`src/design/tfc_regs.svh`:
```
// register offsets, field positions and constants of the free-running timer counter
`ifndef TFC_REGS_SVH
`define TFC_REGS_SVH

`define TFC_OFF_COUNT_HIGH     12'h000
`define TFC_OFF_COUNT_LOW      12'h004
`define TFC_OFF_ALT_HIGH       12'h008
`define TFC_OFF_ALT_LOW        12'h00c
`define TFC_OFF_STATUS         12'h010
`define TFC_OFF_CONTROL_ONE    12'h014
`define TFC_OFF_CONTROL_TWO    12'h018
`define TFC_OFF_CONDITION      12'h01c

`define TFC_RELOAD_VALUE       16'hfffc
`define TFC_WRAP_VALUE         16'hffff

`define TFC_BIT_OVERFLOW       5
`define TFC_BIT_IRQ_ENABLE     5
`define TFC_BIT_EDGE_SELECT    0
`define TFC_BIT_CLK_SEL_LO     2
`define TFC_BIT_CLK_SEL_HI     3
`define TFC_BIT_IRQ_MASK       3

`define TFC_CLK_DIV2           2'b00
`define TFC_CLK_DIV4           2'b01
`define TFC_CLK_DIV8           2'b10
`define TFC_CLK_EXT            2'b11

`define TFC_CR1_RESET          8'h00
`define TFC_CR2_RESET          8'h00
`define TFC_CC_RESET           8'h08
`define TFC_PRESC_RESET        3'h0

`endif

```
`src/design/tfc_pkg.sv`:
```
// types shared by the free-running timer counter
package tfc_pkg;

  typedef struct packed {
    logic        sel;
    logic        enable;
    logic        write;
    logic [11:0] addr;
    logic [31:0] wdata;
  } tfc_apb_req_s;

  typedef struct packed {
    logic [31:0] rdata;
    logic        ready;
    logic        slverr;
  } tfc_apb_rsp_s;

  typedef enum logic [1:0] {
    TFC_SEQ_IDLE    = 2'b00,
    TFC_SEQ_LATCHED = 2'b01
  } tfc_seq_e;

  typedef enum logic [1:0] {
    TFC_CLR_IDLE  = 2'b00,
    TFC_CLR_ARMED = 2'b01
  } tfc_clr_e;

endpackage

```
`src/design/tfc_counter.sv`:
```
// counter core of the 16-bit timer with APB register access
`timescale 1ns/100ps
`include "tfc_regs.svh"

// Functional notes
// - 16-bit up-counter read as two bytes
// - main and alternate views show same count
// - prescaled clock divides by 2, 4, 8
// - clock select 11 picks external clock
// - edge select picks rising or falling
// - external updates align to clock falling edge
// - low byte write reloads fffc
// - reset start value is fffc
// - high read latches low byte
// - lone low read returns live byte
// - wrap ffff to 0000 sets overflow
// - overflow interrupt when enabled and unmasked
// - status read then low access clears flag
// - alternate low access never clears flag
// - wait mode changes nothing
// - halt stops counter, resumes held count
// - unbonded external pin reads as one
// - instances share nothing, count in step on prescaled clocks
module tfc_counter #(
  parameter int          WIDTH  = 16,
  parameter logic        PIN_BONDED = 1'b1
) (
  // clock and reset
  input  wire logic         pclk,
  input  wire logic         presetn,
  // apb slave
  input  wire logic         psel,
  input  wire logic         penable,
  input  wire logic         pwrite,
  input  wire logic [11:0]  paddr,
  input  wire logic [31:0]  pwdata,
  input  wire logic [3:0]   pstrb,
  output      logic [31:0]  prdata,
  output      logic         pready,
  output      logic         pslverr,
  // low-power and pins
  input  wire logic         halt_mode,
  input  wire logic         ext_clock_pin,
  // outputs to the rest of the timer
  output      logic [15:0]  count_value,
  output      logic         timer_irq
);

  // bus request bundled as the package carrier
  tfc_pkg::tfc_apb_req_s req;
  assign req = '{sel: psel, enable: penable, write: pwrite, addr: paddr, wdata: pwdata};

  // decode helper used for every register hit
  function automatic logic hit(input logic [11:0] a, input logic [11:0] off);
    hit = (a == off);
  endfunction

  logic [15:0]             count;
  logic [7:0]              latched_low;
  tfc_pkg::tfc_seq_e       seq_state;
  tfc_pkg::tfc_clr_e       clr_state;
  logic                    overflow_flag;
  logic [7:0]              timer_control_one;
  logic [7:0]              timer_control_two;
  logic [7:0]              condition_code_reg;
  logic [2:0]              presc;
  logic                    ext_sync1;
  logic                    ext_sync2;
  logic                    ext_fall_sample;
  logic                    ext_prev;
  logic [31:0]             rdata_q;

  wire logic access    = req.sel & req.enable;
  wire logic rd        = access & ~req.write;
  wire logic wr        = access & req.write;
  wire logic hit_ch    = hit(req.addr, `TFC_OFF_COUNT_HIGH);
  wire logic hit_cl    = hit(req.addr, `TFC_OFF_COUNT_LOW);
  wire logic hit_ah    = hit(req.addr, `TFC_OFF_ALT_HIGH);
  wire logic hit_al    = hit(req.addr, `TFC_OFF_ALT_LOW);
  wire logic hit_sr    = hit(req.addr, `TFC_OFF_STATUS);
  wire logic hit_c1    = hit(req.addr, `TFC_OFF_CONTROL_ONE);
  wire logic hit_c2    = hit(req.addr, `TFC_OFF_CONTROL_TWO);
  wire logic hit_cc    = hit(req.addr, `TFC_OFF_CONDITION);
  wire logic mapped    = hit_ch | hit_cl | hit_ah | hit_al | hit_sr | hit_c1 | hit_c2 | hit_cc;

  wire logic [1:0] clock_select          = timer_control_two[`TFC_BIT_CLK_SEL_HI:`TFC_BIT_CLK_SEL_LO];
  wire logic       ext_clock_edge_select = timer_control_two[`TFC_BIT_EDGE_SELECT];
  wire logic       overflow_irq_enable   = timer_control_one[`TFC_BIT_IRQ_ENABLE];
  wire logic       irq_mask              = condition_code_reg[`TFC_BIT_IRQ_MASK];

  // control writes need byte lane 0, where every field lives
  wire logic wr_c1 = wr & hit_c1 & pstrb[0];
  wire logic wr_c2 = wr & hit_c2 & pstrb[0];
  wire logic wr_cc = wr & hit_cc & pstrb[0];

  wire logic ext_pin_level = PIN_BONDED ? ext_clock_pin : 1'b1;

  wire logic presc_tick =
    (clock_select == `TFC_CLK_DIV2) ? (presc[0] == 1'b1) :
    (clock_select == `TFC_CLK_DIV4) ? (presc[1:0] == 2'b11) :
    (clock_select == `TFC_CLK_DIV8) ? (presc == 3'h7) : 1'b0;

  // edge select, one tick per edge
  wire logic ext_edge =
    ext_clock_edge_select ? (ext_fall_sample & ~ext_prev) : (~ext_fall_sample & ext_prev);

  // external mode picks the pin edge
  wire logic count_tick = (clock_select == `TFC_CLK_EXT) ? ext_edge : presc_tick;

  wire logic reload = wr & (hit_cl | hit_al);

  wire logic wrap = count_tick & ~halt_mode & ~reload & (count == `TFC_WRAP_VALUE);

  // high read opens sequence, low read closes it
  wire logic high_read = rd & (hit_ch | hit_ah);
  wire logic low_read  = rd & (hit_cl | hit_al);

  // clearing access on main low byte only; alternate excluded
  wire logic main_low_access = access & hit_cl;
  wire logic flag_clear      = (clr_state == tfc_pkg::TFC_CLR_ARMED) & main_low_access;

  wire logic [7:0] low_view = (seq_state == tfc_pkg::TFC_SEQ_LATCHED) ? latched_low : count[7:0];

  logic [31:0] next_rdata;
  always_comb
  begin
    next_rdata = 32'h0000_0000;
    // both views return the same count
    if (hit_ch | hit_ah)
    begin
      next_rdata[7:0] = count[15:8];
    end
    else if (hit_cl | hit_al)
    begin
      next_rdata[7:0] = low_view;
    end
    else if (hit_sr)
    begin
      next_rdata[`TFC_BIT_OVERFLOW] = overflow_flag;
    end
    else if (hit_c1)
    begin
      next_rdata[7:0] = timer_control_one;
    end
    else if (hit_c2)
    begin
      next_rdata[7:0] = timer_control_two;
    end
    else if (hit_cc)
    begin
      next_rdata[7:0] = condition_code_reg;
    end
  end

  // zero-wait slave; read data comes straight from a register-free mux of flops
  assign pready      = 1'b1;
  assign pslverr     = access & ~mapped;
  assign prdata      = rd ? next_rdata : rdata_q;
  assign count_value = count;

  // interrupt stays pending while flag holds
  assign timer_irq = overflow_flag & overflow_irq_enable & ~irq_mask;

  // external pin sampled on the falling clock edge after synchronising
  // sync flops reset to one, the level an unbonded pin shows
  always_ff @(posedge pclk or negedge presetn)
  begin
    if (!presetn)
    begin
      ext_sync1 <= 1'b1;
      ext_sync2 <= 1'b1;
    end
    else
    begin
      ext_sync1 <= ext_pin_level;
      ext_sync2 <= ext_sync1;
    end
  end

  // half-cycle stage lands the edge on a falling clock
  always_ff @(negedge pclk or negedge presetn)
  begin
    if (!presetn)
    begin
      ext_fall_sample <= 1'b1;
    end
    else
    begin
      ext_fall_sample <= ext_sync2;
    end
  end

  // previous sample for the edge detector
  always_ff @(posedge pclk or negedge presetn)
  begin
    if (!presetn)
    begin
      ext_prev <= 1'b1;
    end
    else
    begin
      ext_prev <= ext_fall_sample;
    end
  end

  // prescaler frozen in halt; wait has no input here
  always_ff @(posedge pclk or negedge presetn)
  begin
    if (!presetn)
    begin
      presc <= `TFC_PRESC_RESET;
    end
    else if (!halt_mode)
    begin
      presc <= presc + 3'h1;
    end
  end

  // counter, reset and reload to fffc
  // reload beats counting in the same cycle
  always_ff @(posedge pclk or negedge presetn)
  begin
    if (!presetn)
    begin
      count <= `TFC_RELOAD_VALUE;
    end
    else if (reload)
    begin
      count <= `TFC_RELOAD_VALUE;
    end
    else if (count_tick && !halt_mode)
    begin
      count <= count + 16'h0001;
    end
  end

  // latch held across repeated high reads
  always_ff @(posedge pclk or negedge presetn)
  begin
    if (!presetn)
    begin
      seq_state   <= tfc_pkg::TFC_SEQ_IDLE;
      latched_low <= 8'h00;
    end
    else
    begin
      case (seq_state)
        tfc_pkg::TFC_SEQ_IDLE:
        begin
          if (high_read)
          begin
            seq_state   <= tfc_pkg::TFC_SEQ_LATCHED;
            latched_low <= count[7:0];
          end
        end
        tfc_pkg::TFC_SEQ_LATCHED:
        begin
          if (low_read)
          begin
            seq_state <= tfc_pkg::TFC_SEQ_IDLE;
          end
        end
        default:
        begin
          seq_state <= tfc_pkg::TFC_SEQ_IDLE;
        end
      endcase
    end
  end

  // set by a wrap; a wrap in the clearing cycle wins
  always_ff @(posedge pclk or negedge presetn)
  begin
    if (!presetn)
    begin
      overflow_flag <= 1'b0;
    end
    else if (wrap)
    begin
      overflow_flag <= 1'b1;
    end
    else if (flag_clear)
    begin
      overflow_flag <= 1'b0;
    end
  end

  // arm on status read with flag set, disarm on main low access
  always_ff @(posedge pclk or negedge presetn)
  begin
    if (!presetn)
    begin
      clr_state <= tfc_pkg::TFC_CLR_IDLE;
    end
    else
    begin
      case (clr_state)
        tfc_pkg::TFC_CLR_IDLE:
        begin
          if (rd && hit_sr && overflow_flag)
          begin
            clr_state <= tfc_pkg::TFC_CLR_ARMED;
          end
        end
        tfc_pkg::TFC_CLR_ARMED:
        begin
          if (main_low_access)
          begin
            clr_state <= tfc_pkg::TFC_CLR_IDLE;
          end
        end
        default:
        begin
          clr_state <= tfc_pkg::TFC_CLR_IDLE;
        end
      endcase
    end
  end

  // control registers; byte lane 0 carries all fields
  always_ff @(posedge pclk or negedge presetn)
  begin
    if (!presetn)
    begin
      timer_control_one <= `TFC_CR1_RESET;
    end
    else if (wr_c1)
    begin
      timer_control_one <= req.wdata[7:0];
    end
  end

  always_ff @(posedge pclk or negedge presetn)
  begin
    if (!presetn)
    begin
      timer_control_two <= `TFC_CR2_RESET;
    end
    else if (wr_c2)
    begin
      timer_control_two <= req.wdata[7:0];
    end
  end

  always_ff @(posedge pclk or negedge presetn)
  begin
    if (!presetn)
    begin
      condition_code_reg <= `TFC_CC_RESET;
    end
    else if (wr_cc)
    begin
      condition_code_reg <= req.wdata[7:0];
    end
  end

  // last read value, shown on prdata between reads
  always_ff @(posedge pclk or negedge presetn)
  begin
    if (!presetn)
    begin
      rdata_q <= 32'h0000_0000;
    end
    else if (rd)
    begin
      rdata_q <= next_rdata;
    end
  end

endmodule

```
`config.mk`:
```
export PLATFORM = sky130hd
export DESIGN_NAME = tfc_counter
export DESIGN_NICKNAME = d
export VERILOG_FILES = /design/src/design/tfc_pkg.sv /design/src/design/tfc_counter.sv
export VERILOG_INCLUDE_DIRS = /design/src /design/src/design
export SDC_FILE = /design/constraint.sdc
export NUM_CORES = 1
export LEC_CHECK = 0
export ABC_AREA = 0
export BUFFER_PORTS_ARGS = -buffer_cell sky130_fd_sc_hd__buf_2
export CORE_MARGIN = 2
export CORE_UTILIZATION = 41
export DETAILED_ROUTE_END_ITERATION = 10
export PLACE_DENSITY = 0.75
export SYNTH_ARGS = -nofsm -noshare
export SYNTH_HDL_FRONTEND = slang
export SYNTH_SLANG_ARGS = --single-unit
```
`constraint.sdc`:
```
create_clock -name pclk -period 4.55 [get_ports pclk]
set_input_delay 0.2275 -clock pclk [delete_from_list [all_inputs] [get_ports pclk]]
set_output_delay 0.2275 -clock pclk [all_outputs]
set_load 0.02 [all_outputs]
```
==> flow_summary.ini, run 1 <==
[clock_network]
cts-root-buf = sky130_fd_sc_hd__clkbuf_8
cts_tree = built
cts_hold_buffers = 1
clockBufferDepth = 2
clkLatencyLatePin_ps = 380
clk_pin_slew_ps = 100
num_cts_buffers = 9
cts.sinks = 90
cts.repair_timing.setup_buffer_count = 0
cts_max_level = 3
post_cts_resize_count = 0

[floorplanning]
die-width_um = 104.0
core.rowCount = 36
initial_utilization_pct = 42.18
boundaryPins = 106
fp.coreArea_um2 = 9729
floorplan.die_area_um2 = 10830
dieHeight_um = 104.0

[place]
port_buffers = 77
gp_congestion = 0.8370
hpwl_mm = 6.393
place.detailed.instances = 540

[grt]
grt.overflow.total = 0
pin_count_of_the_biggest_net_entering_global_routing = 90
grt_pass1_wl_mm = 14.79
grt_antenna_before_repair = 0
number_of_global_route_vias_before_repair = 2997
globalRouteTotalUtil_pct = 16.92

[pwr]
peakVddDrop_v = 0.0001902
total_power_mw = 1.625
power_density_nw_per_um2 = 339.6
p_leak_nw = 2.330

[cells_and_area]
layout.filler_cells = 896
largest_register = rdata_q
antennaDiodeCount = 0
layout.core_utilization_pct = 49.16
largest_register_ff_count = 32
nNetsFinal = 477
drive_above_1_share_pct = 38.21
syn_to_final_growth_pct = 16.55
final-instance-count-excl-fill = 557

[hold_path]
min-delay-start = halt_mode
hold_path_class = input pin to flip-flop
worst_hold_path.num_cells = 2
min_delay_worst_endpoint = presc[0]

[yosys]
synth_edf_count = 0
syn-num-nets = 405
yosys_warnings = 0
synth_top_cell_area_share_pct = 43.29
synth.avg_cell_area_um2 = 11.83
synth.yosys.seq_area_share_pct = 55.46
async_flop_share_pct = 100.0
yosysTopAreaCell = sky130_fd_sc_hd__dfrtp_1
synthCells = 347
synth.area.top_cells = sky130_fd_sc_hd__dfrtp_1 43%, sky130_fd_sc_hd__dfstp_2 12%, sky130_fd_sc_hd__mux2_2 11%
synthesized_flop_and_latch_total = 90
synth_top_flop_cell = sky130_fd_sc_hd__dfrtp_1
syn_area_um2 = 4104
yosys.cell_types.count = 51

[critical_path]
cp-start-kind = flip-flop
ff2ff_setup_slack_ps = 300
r2r.worst_path.cells = 4
critPathMaxFanout = 23
timing.rr.end = count_value[7]
timing.setup.critical_path_class = flip-flop to flip-flop
endpoint_kind = flip-flop
crit_required_ps = 4830
r2r_start = ext_fall_sample
cp_data_arrival_time_ps = 4540

[drt]
route.detailed.vias_per_inst = 5.424
drc = 0
number_of_detailed_route_iterations_in_the_first_pass = 4
antenna_left = 0
dr.first_iter.drc_count = 145
wirelength_routed_mm = 8.950
route.vias.total = 3021
wl_per_cell_um = 16.07

[run_status]
outcome = finished, final reports clean

[timing]
slew-limit-headroom_pct = 27.76
unrepaired_setup_endpoints_after_global_routing = false
transition_time_of_the_tightest_slew_check_pin_ps = 1084
setup-violations-final = 0
fin_worst_hold_slack_ps = 135.8
skew_ps = 37.63
hold_viol = 0
timing.setup.tns_ps = 0
final_max_slew_viol_count = 0

[flow_run]
cap_viol_max_count = 0
layout make-up:
class,count,area (µm²),share of cell area [%]
sequential,90,2276,47.58
multi-input combinational,234,1734,36.25
timing repair buffer,80,412.9,8.632
tap,133,166.4,3.479
clock buffer,10,148.9,3.113
clock inverter,7,33.78,0.7063
inverter,3,11.26,0.2354
power breakdown:
group | internal (mW) | total, mW | switching, mW
Sequential | 0.849 | 0.897 | 0.0479
Combinational | 0.0893 | 0.221 | 0.132
Clock | 0.228 | 0.506 | 0.278
Yosys cell counts (2+ instances only):
| cell | n |
|---|---|
| sky130_fd_sc_hd__a31oi_1 | 2 |
| sky130_fd_sc_hd__dfrtp_1 | 71 |
| sky130_fd_sc_hd__and2_1 | 24 |
| sky130_fd_sc_hd__a211oi_1 | 2 |
| sky130_fd_sc_hd__ha_1 | 3 |
| sky130_fd_sc_hd__nor2b_1 | 2 |
| sky130_fd_sc_hd__and4_1 | 5 |
| sky130_fd_sc_hd__nand3_1 | 18 |
| sky130_fd_sc_hd__mux2_2 | 40 |
| sky130_fd_sc_hd__clkbuf_1 | 14 |
| sky130_fd_sc_hd__or2_2 | 2 |
| sky130_fd_sc_hd__or4_1 | 12 |
| sky130_fd_sc_hd__nand4_1 | 5 |
| sky130_fd_sc_hd__o31ai_1 | 16 |
| sky130_fd_sc_hd__nand2_1 | 28 |
| sky130_fd_sc_hd__o211ai_1 | 2 |
| sky130_fd_sc_hd__mux2i_1 | 9 |
| sky130_fd_sc_hd__o21ai_0 | 10 |
| sky130_fd_sc_hd__or3_1 | 4 |
| sky130_fd_sc_hd__inv_1 | 4 |
| sky130_fd_sc_hd__buf_2 | 3 |
| sky130_fd_sc_hd__dfstp_2 | 19 |
| sky130_fd_sc_hd__a21oi_1 | 6 |
| sky130_fd_sc_hd__a32o_1 | 6 |
| sky130_fd_sc_hd__and3_1 | 2 |
| sky130_fd_sc_hd__nor2_1 | 13 |
worst max path at each step:
stage,endpoint,cells after the start,slack [ps],from
2_1_floorplan,count_value[1],6,530,ext_fall_sample
3_3_place_gp,count_value[7],4,470,ext_fall_sample
3_5_place_dp,count_value[7],4,330,ext_fall_sample
4_1_cts,count_value[7],4,310,ext_fall_sample
5_1_grt,count_value[7],4,210,ext_fall_sample
6_report,count_value[7],4,300,ext_fall_sample
cell usage in the layout (no fill, tap or decap), types with 2 or more instances in the layout:
cell,instances
sky130_fd_sc_hd__a211oi_1,2
sky130_fd_sc_hd__a21oi_1,6
sky130_fd_sc_hd__a31oi_1,2
sky130_fd_sc_hd__a32o_1,6
sky130_fd_sc_hd__and2_1,24
sky130_fd_sc_hd__and3_1,2
sky130_fd_sc_hd__and4_1,5
sky130_fd_sc_hd__buf_2,76
sky130_fd_sc_hd__buf_4,3
sky130_fd_sc_hd__clkbuf_8,9
sky130_fd_sc_hd__clkinv_2,2
sky130_fd_sc_hd__dfrtp_1,71
sky130_fd_sc_hd__dfstp_2,19
sky130_fd_sc_hd__ha_1,3
sky130_fd_sc_hd__inv_1,6
sky130_fd_sc_hd__inv_4,2
sky130_fd_sc_hd__mux2_2,40
sky130_fd_sc_hd__mux2i_1,9
sky130_fd_sc_hd__nand2_1,28
sky130_fd_sc_hd__nand3_1,18
sky130_fd_sc_hd__nand4_1,5
sky130_fd_sc_hd__nor2_1,13
sky130_fd_sc_hd__nor2b_1,2
sky130_fd_sc_hd__o211ai_1,2
sky130_fd_sc_hd__o21ai_0,10
sky130_fd_sc_hd__o31ai_1,16
sky130_fd_sc_hd__or2_2,2
sky130_fd_sc_hd__or3_1,4
sky130_fd_sc_hd__or4_1,12
logic make-up after synthesis:
family	share of synthesized area [%]
simple gates	17.65
flops	55.46
compound gates	9.390
mux	13.99
buf+inv	2.286
fa+ha+maj	0.9147
other cells	0.09138
xor+xnor	0.2135
worst max-delay path: stages, from the launching register on:
cell                        delay (ps)
sky130_fd_sc_hd__dfstp_2           530
sky130_fd_sc_hd__nand4bb_1         140
sky130_fd_sc_hd__o2111a_1          670
sky130_fd_sc_hd__nor4_1            150
sky130_fd_sc_hd__or3_1             390
layer usage:
metal | up-vias | global-route usage (%) | part of all wire [%]
met5 | - | 0 | 0
met4 | 0 | 6.853 | 2.3
met3 | 17 | 3.383 | 5.4
met2 | 106 | 27.68 | 48
met1 | 1481 | 22.11 | 45
li1 | 1417 | - | -
stage by stage:
step / area (µm²) / worst slack, ps
2_1_floorplan: 4104 / 534.5
3_3_place_gp: 4594 / 466.5
3_5_place_dp: 4594 / 332.1
4_1_cts: 4783 / 309.7
5_1_grt: 4783 / 212.4
6_report: 4783 / 295.7
No activity file was read; power rests on OpenSTA's default activity.
==> inputs of run 2 (changes only) <==
--- a/config.mk
+++ b/config.mk
@@ -11,7 +11,8 @@
 export CORE_MARGIN = 2
 export CORE_UTILIZATION = 41
 export DETAILED_ROUTE_END_ITERATION = 10
-export PLACE_DENSITY = 0.75
+export PLACE_DENSITY = 0.66
+export SLEW_MARGIN = 20
 export SYNTH_ARGS = -nofsm -noshare
 export SYNTH_HDL_FRONTEND = slang
 export SYNTH_SLANG_ARGS = --single-unit
==> constraint.sdc (replaced) <==
create_clock -name pclk -period 4.4 [get_ports pclk]
set_input_delay 0.22 -clock pclk [delete_from_list [all_inputs] [get_ports pclk]]
set_output_delay 0.22 -clock pclk [all_outputs]
set_load 0.02 [all_outputs]
==> run 2 against run 1 <==
Total power up 10%. Setup slack better by 31 ps. Cell count up 0.18%. Critical endpoint unchanged. Worst hold slack worse by 15 ps. Via count down 0.53%. Wire length up 1.4%. Clock-buffer cell count down 1. Sequential power up 3.5%. Design area up 1.1%. Largest power group unchanged. Critical path depth unchanged.
==> flow_summary.ini, run 2 (synthesized netlist as in run 1, its figures left out) <==
[pwr]
power_density_nw_per_um2 = 370.9
peakVddDrop_v = 0.0001816
power.switching_mw = 0.4978
power.share.clock_pct = 35.7
sw_frac_of_total_pct = 27.75
p_leak_nw = 2.341
internal-power_mw = 1.296
comb_power_share_pct = 12.5
seq_power_share_pct = 51.8

[grt]
met1_usage_pct = 24.93
use_met3_pct = 3.509
grt_antenna_before_repair = 0
globalRouteTotalUtil_pct = 17.43
grt.overflow.total = 0
pin_count_of_the_biggest_net_entering_global_routing = 54
number_of_global_route_vias_before_repair = 2873
gr-max-usage-layer = met2
grt_pass1_wl_mm = 14.95
met2_usage_pct = 26.36

[timing]
slew-limit-headroom_pct = 47.32
hold_viol = 0
final_max_slew_viol_count = 0
transition_time_of_the_tightest_slew_check_pin_ps = 789.4
setup-violations-final = 0
fin_worst_hold_slack_ps = 121.2
skew_ps = 41.34
timing.setup.tns_ps = 0
unrepaired_setup_endpoints_after_global_routing = false

[critical_path]
crit_path_top_delay_cell = sky130_fd_sc_hd__o2111a_1
endpoint_kind = flip-flop
critPathMaxFanout = 23
timing.setup.critical_path_class = flip-flop to flip-flop
worstPathCellList = nand4bb_1, o2111a_1, nor4_1, or3_1
crit_required_ps = 4700
cp-start-kind = flip-flop
cp_data_arrival_time_ps = 4370
worst-path-buf-inv = 0
worst_path_largest_cell_delay_ps = 630
cell_family_with_most_cp_delay = compound AO/OA/AOI/OAI gates

[clock_network]
cts.sinks = 90
clkLatencyLatePin_ps = 390
clockBufferDepth = 2
cts.repair_timing.setup_buffer_count = 0
cts-root-buf = sky130_fd_sc_hd__clkbuf_8
num_cts_buffers = 9
clk_pin_slew_ps = 100
post_cts_resize_count = 0
cts_tree = built
cts_max_level = 3

[drt]
number_of_detailed_route_iterations_in_the_first_pass = 4
route.vias.total = 3005
wl_per_cell_um = 16.27
dr.first_iter.drc_count = 125
antenna_left = 0
wirelength_routed_mm = 9.076
drc = 0
route.detailed.vias_per_inst = 5.385

[cells_and_area]
largest_register_ff_count = 32
nNetsFinal = 478
drive_above_1_share_pct = 38.59
layout.cells.most_common_list = 76 x sky130_fd_sc_hd__buf_2, 71 x sky130_fd_sc_hd__dfrtp_1, 40 x sky130_fd_sc_hd__mux2_2, 28 x sky130_fd_sc_hd__nand2_1, 24 x sky130_fd_sc_hd__and2_1
syn_to_final_growth_pct = 17.87
layout_commonest_cell = sky130_fd_sc_hd__buf_2
antennaDiodeCount = 0
largest_register = rdata_q
layout.filler_cells = 914

[hold_path]
hold_path_class = input pin to flip-flop

[floorplanning]
initial_utilization_pct = 42.18
die-width_um = 104.0
boundaryPins = 106
core.rowCount = 36
fp.coreArea_um2 = 9729
dieHeight_um = 104.0
floorplan.die_area_um2 = 10830

[place]
hpwl_mm = 6.246
gp_congestion = 0.7843
port_buffers = 77

[flow_run]
cap_viol_max_count = 0

[run_status]
outcome = finished, final reports clean
-- run 2: cell types whose count changed in the layout (fill, tap and decap cells not counted), moves of 2 or more --
cell / change
sky130_fd_sc_hd__inv_4: -2
sky130_fd_sc_hd__inv_1: -2
sky130_fd_sc_hd__bufinv_16: +2
sky130_fd_sc_hd__inv_6: +3
-- run 2: what timing repair did --
item / in CTS / in global routing
setup endpoints to repair: 0 / 0
hold buffers: 2 / 0
hold endpoints to repair: 23 / 0
-- run 2: stage by stage --
stage,total power [mW],area (µm²),util (%),worst slack (ps),cells
floorplan,1.077,4104,-,459.5,347
global placement,1.167,4594,47.22,382.2,540
detailed placement,1.174,4594,47.22,338.0,540
CTS,1.816,4837,49.72,312.5,558
global route,1.885,4837,49.72,212.1,558
finish,1.794,4837,49.72,326.8,558
-- run 2: cell type report --
| type | count | area (µm²) | area share (%) |
|---|---|---|---|
| clock buffer | 9 | 123.9 | 2.561 |
| clock inverter | 8 | 102.6 | 2.121 |
| inverter | 3 | 11.26 | 0.2328 |
| multi-input combinational | 234 | 1734 | 35.85 |
| sequential | 90 | 2276 | 47.05 |
| tap | 133 | 166.4 | 3.440 |
| timing repair buffer | 81 | 422.9 | 8.743 |
-- run 2: path summary, 6_finish.rpt --
path / from / endpoint / slack, ps / depth (start not counted)
max: ext_fall_sample / count_value[7] / 330 / 4
min: pwdata[1] / condition_code_reg[1] / 120 / 2
max reg2reg: ext_fall_sample / count_value[7] / 330 / 4
min reg2reg: ext_sync1 / ext_sync2 / 350 / 0
max in group asynchronous: presetn / ext_fall_sample / 1480 / 2
min in group asynchronous: presetn / rdata_q[1] / 370 / 2
-- run 2: metal layers --
layer / part of all wire (%) / routed length [µm]
met3: 5.8 / 524
met1: 47 / 4257
met5: 0 / 0
met2: 46 / 4182
met4: 1.2 / 111
-- run 2: power groups by stage --
stage	Combinational (mW)	Clock (mW)	Sequential (mW)
finish	0.225	0.641	0.928
global route	0.257	0.691	0.936
CTS	0.228	0.658	0.930
detailed placement	0.226	0.00284	0.945
global placement	0.221	0.00284	0.943
floorplan	0.118	0.00284	0.956
==> inputs of run 3 (changes only) <==
--- a/config.mk
+++ b/config.mk
@@ -11,7 +11,7 @@
 export CORE_MARGIN = 2
 export CORE_UTILIZATION = 41
 export DETAILED_ROUTE_END_ITERATION = 10
-export PLACE_DENSITY = 0.66
+export PLACE_DENSITY_LB_ADDON = 0.05
 export SLEW_MARGIN = 20
 export SYNTH_ARGS = -nofsm -noshare
 export SYNTH_HDL_FRONTEND = slang
==> run 3 against run 2 <==
Combinational power increased by 2%. Largest cell class unchanged. Total power decreased by 7.9%. Core utilization decreased by 0.54 points. Sequential share of layout area increased by 0.52 points. Critical endpoint unchanged. Sequential power about the same.
==> flow_summary.ini, run 3 (synthesized netlist as in run 1, its figures left out) <==
[critical_path]
cp_data_arrival_time_ps = 4380
worst-path-stages = 4
cell_family_with_most_cp_delay = compound AO/OA/AOI/OAI gates
cp-start-kind = flip-flop
crit_path_top_delay_cell = sky130_fd_sc_hd__o2111a_1
critPathMaxFanout = 21
r2r.worst_path.cells = 4
crit_required_ps = 4680
ff2ff_setup_slack_ps = 300
worstPathCellList = nand4bb_1, o2111a_1, nor4_1, or3_1
endpoint_kind = flip-flop
timing.setup.critical_path_class = flip-flop to flip-flop
worst-path-buf-inv = 0
worst_path_largest_cell_delay_ps = 660

[clock_network]
cts-root-buf = sky130_fd_sc_hd__clkbuf_8
post_cts_resize_count = 0
clk_pin_slew_ps = 90
cts_tree = built
num_cts_buffers = 9
clockBufferDepth = 2
cts_hold_buffers = 2
cts.sinks = 90
cts_max_level = 3
cts.repair_timing.setup_buffer_count = 0
clkLatencyLatePin_ps = 390

[drt]
wirelength_routed_mm = 9.445
dr.first_iter.drc_count = 136
route.vias.total = 2989
number_of_detailed_route_iterations_in_the_first_pass = 5
wl_per_cell_um = 16.90
drc = 0
wirelength_met1_mm = 4.605
dr_wl_met2_mm = 4.167
route.detailed.vias_per_inst = 5.347
antenna_left = 0
met3_wirelength_um = 458
highest_layer = met4

[floorplanning]
die-width_um = 104.0
initial_utilization_pct = 42.18
dieHeight_um = 104.0
floorplan.die_area_um2 = 10830
core.rowCount = 36
boundaryPins = 106
fp.coreArea_um2 = 9729

[timing]
unrepaired_setup_endpoints_after_global_routing = false
setup-violations-final = 0
slew-limit-headroom_pct = 46.02
layout_setup_ws_ps = 300.7
hold_viol = 0
final_max_slew_viol_count = 0
fin_worst_hold_slack_ps = 130.0
timing.setup.tns_ps = 0
transition_time_of_the_tightest_slew_check_pin_ps = 806.2
skew_ps = 47.24

[cells_and_area]
layout.cells.most_common_list = 76 x sky130_fd_sc_hd__buf_2, 71 x sky130_fd_sc_hd__dfrtp_1, 40 x sky130_fd_sc_hd__mux2_2, 28 x sky130_fd_sc_hd__nand2_1, 24 x sky130_fd_sc_hd__and2_1
layout_commonest_cell = sky130_fd_sc_hd__buf_2
syn_to_final_growth_pct = 16.59
layout.filler_cells = 936
drive_above_1_share_pct = 38.03
nNetsFinal = 479
antennaDiodeCount = 0
sequential_cell_area_um2 = 2276
largest_register_ff_count = 32
multiInputGateArea_um2 = 1734
largest_register = rdata_q

[grt]
pin_count_of_the_biggest_net_entering_global_routing = 53
number_of_global_route_vias_before_repair = 2960
grt_antenna_before_repair = 0
grt.overflow.total = 0
globalRouteTotalUtil_pct = 18.52
grt_pass1_wl_mm = 15.66

[pwr]
peakVddDrop_v = 0.0001700
p_leak_nw = 2.308
total_power_mw = 1.652
power_density_nw_per_um2 = 345.4

[place]
hpwl_mm = 6.402
gp_congestion = 0.7864
port_buffers = 77
place_worst_setup_slack_ps = 345.9

[hold_path]
worst_hold_path.num_cells = 2
hold_path_class = input pin to flip-flop

[flow_run]
cap_viol_max_count = 0

[run_status]
outcome = finished, final reports clean
-- run 3: changes by cell type in the layout (fill, tap and decap cells not counted) --
| cell | delta |
|---|---|
| sky130_fd_sc_hd__clkbuf_1 | +2 |
| sky130_fd_sc_hd__clkinvlp_4 | +2 |
| sky130_fd_sc_hd__buf_4 | +1 |
| sky130_fd_sc_hd__clkinv_1 | +1 |
| sky130_fd_sc_hd__bufinv_16 | -2 |
| sky130_fd_sc_hd__inv_6 | -3 |
-- run 3: final timing paths --
path                                  from                   end
setup / recovery           ext_fall_sample        count_value[7]
hold / removal                   pwdata[7]  timer_control_two[7]
setup reg to reg           ext_fall_sample        count_value[7]
hold reg to reg                  ext_sync1             ext_sync2
max in group asynchronous          presetn       ext_fall_sample
min in group asynchronous          presetn            rdata_q[8]
-- run 3: per-layer routing --
metal	global-route usage, %	vias to the layer above
met5	0	-
met4	8.301	0
met3	3.822	16
met2	27.30	87
met1	26.38	1460
li1	-	1426
-- run 3: layout make-up --
type	count	area share, %
clock buffer	11	2.746
clock inverter	6	0.7322
inverter	3	0.2354
multi-input combinational	234	36.24
sequential	90	47.57
tap	133	3.478
timing repair buffer	82	8.996
-- run 3: through the flow --
step	instances	util, %	instance area [µm²]
after floorplan	347	-	4104
after global placement	541	47.30	4602
after detailed placement	541	47.30	4602
after CTS	559	49.18	4785
after global routing	559	49.18	4785
final	559	49.18	4785
-- run 3: where the power goes --
part	total, mW	leakage, nW	internal, mW	switching [mW]
sequential	0.930	1.18	0.878	0.0522
combinational	0.230	1.05	0.0927	0.137
clock	0.493	0.0783	0.204	0.289
-- run 3: worst reg2reg max path, stage by stage (launching register included) --
cell and delay [ps]:
sky130_fd_sc_hd__dfstp_2 530, sky130_fd_sc_hd__nand4bb_1 140, sky130_fd_sc_hd__o2111a_1 660, sky130_fd_sc_hd__nor4_1 110, sky130_fd_sc_hd__or3_1 370
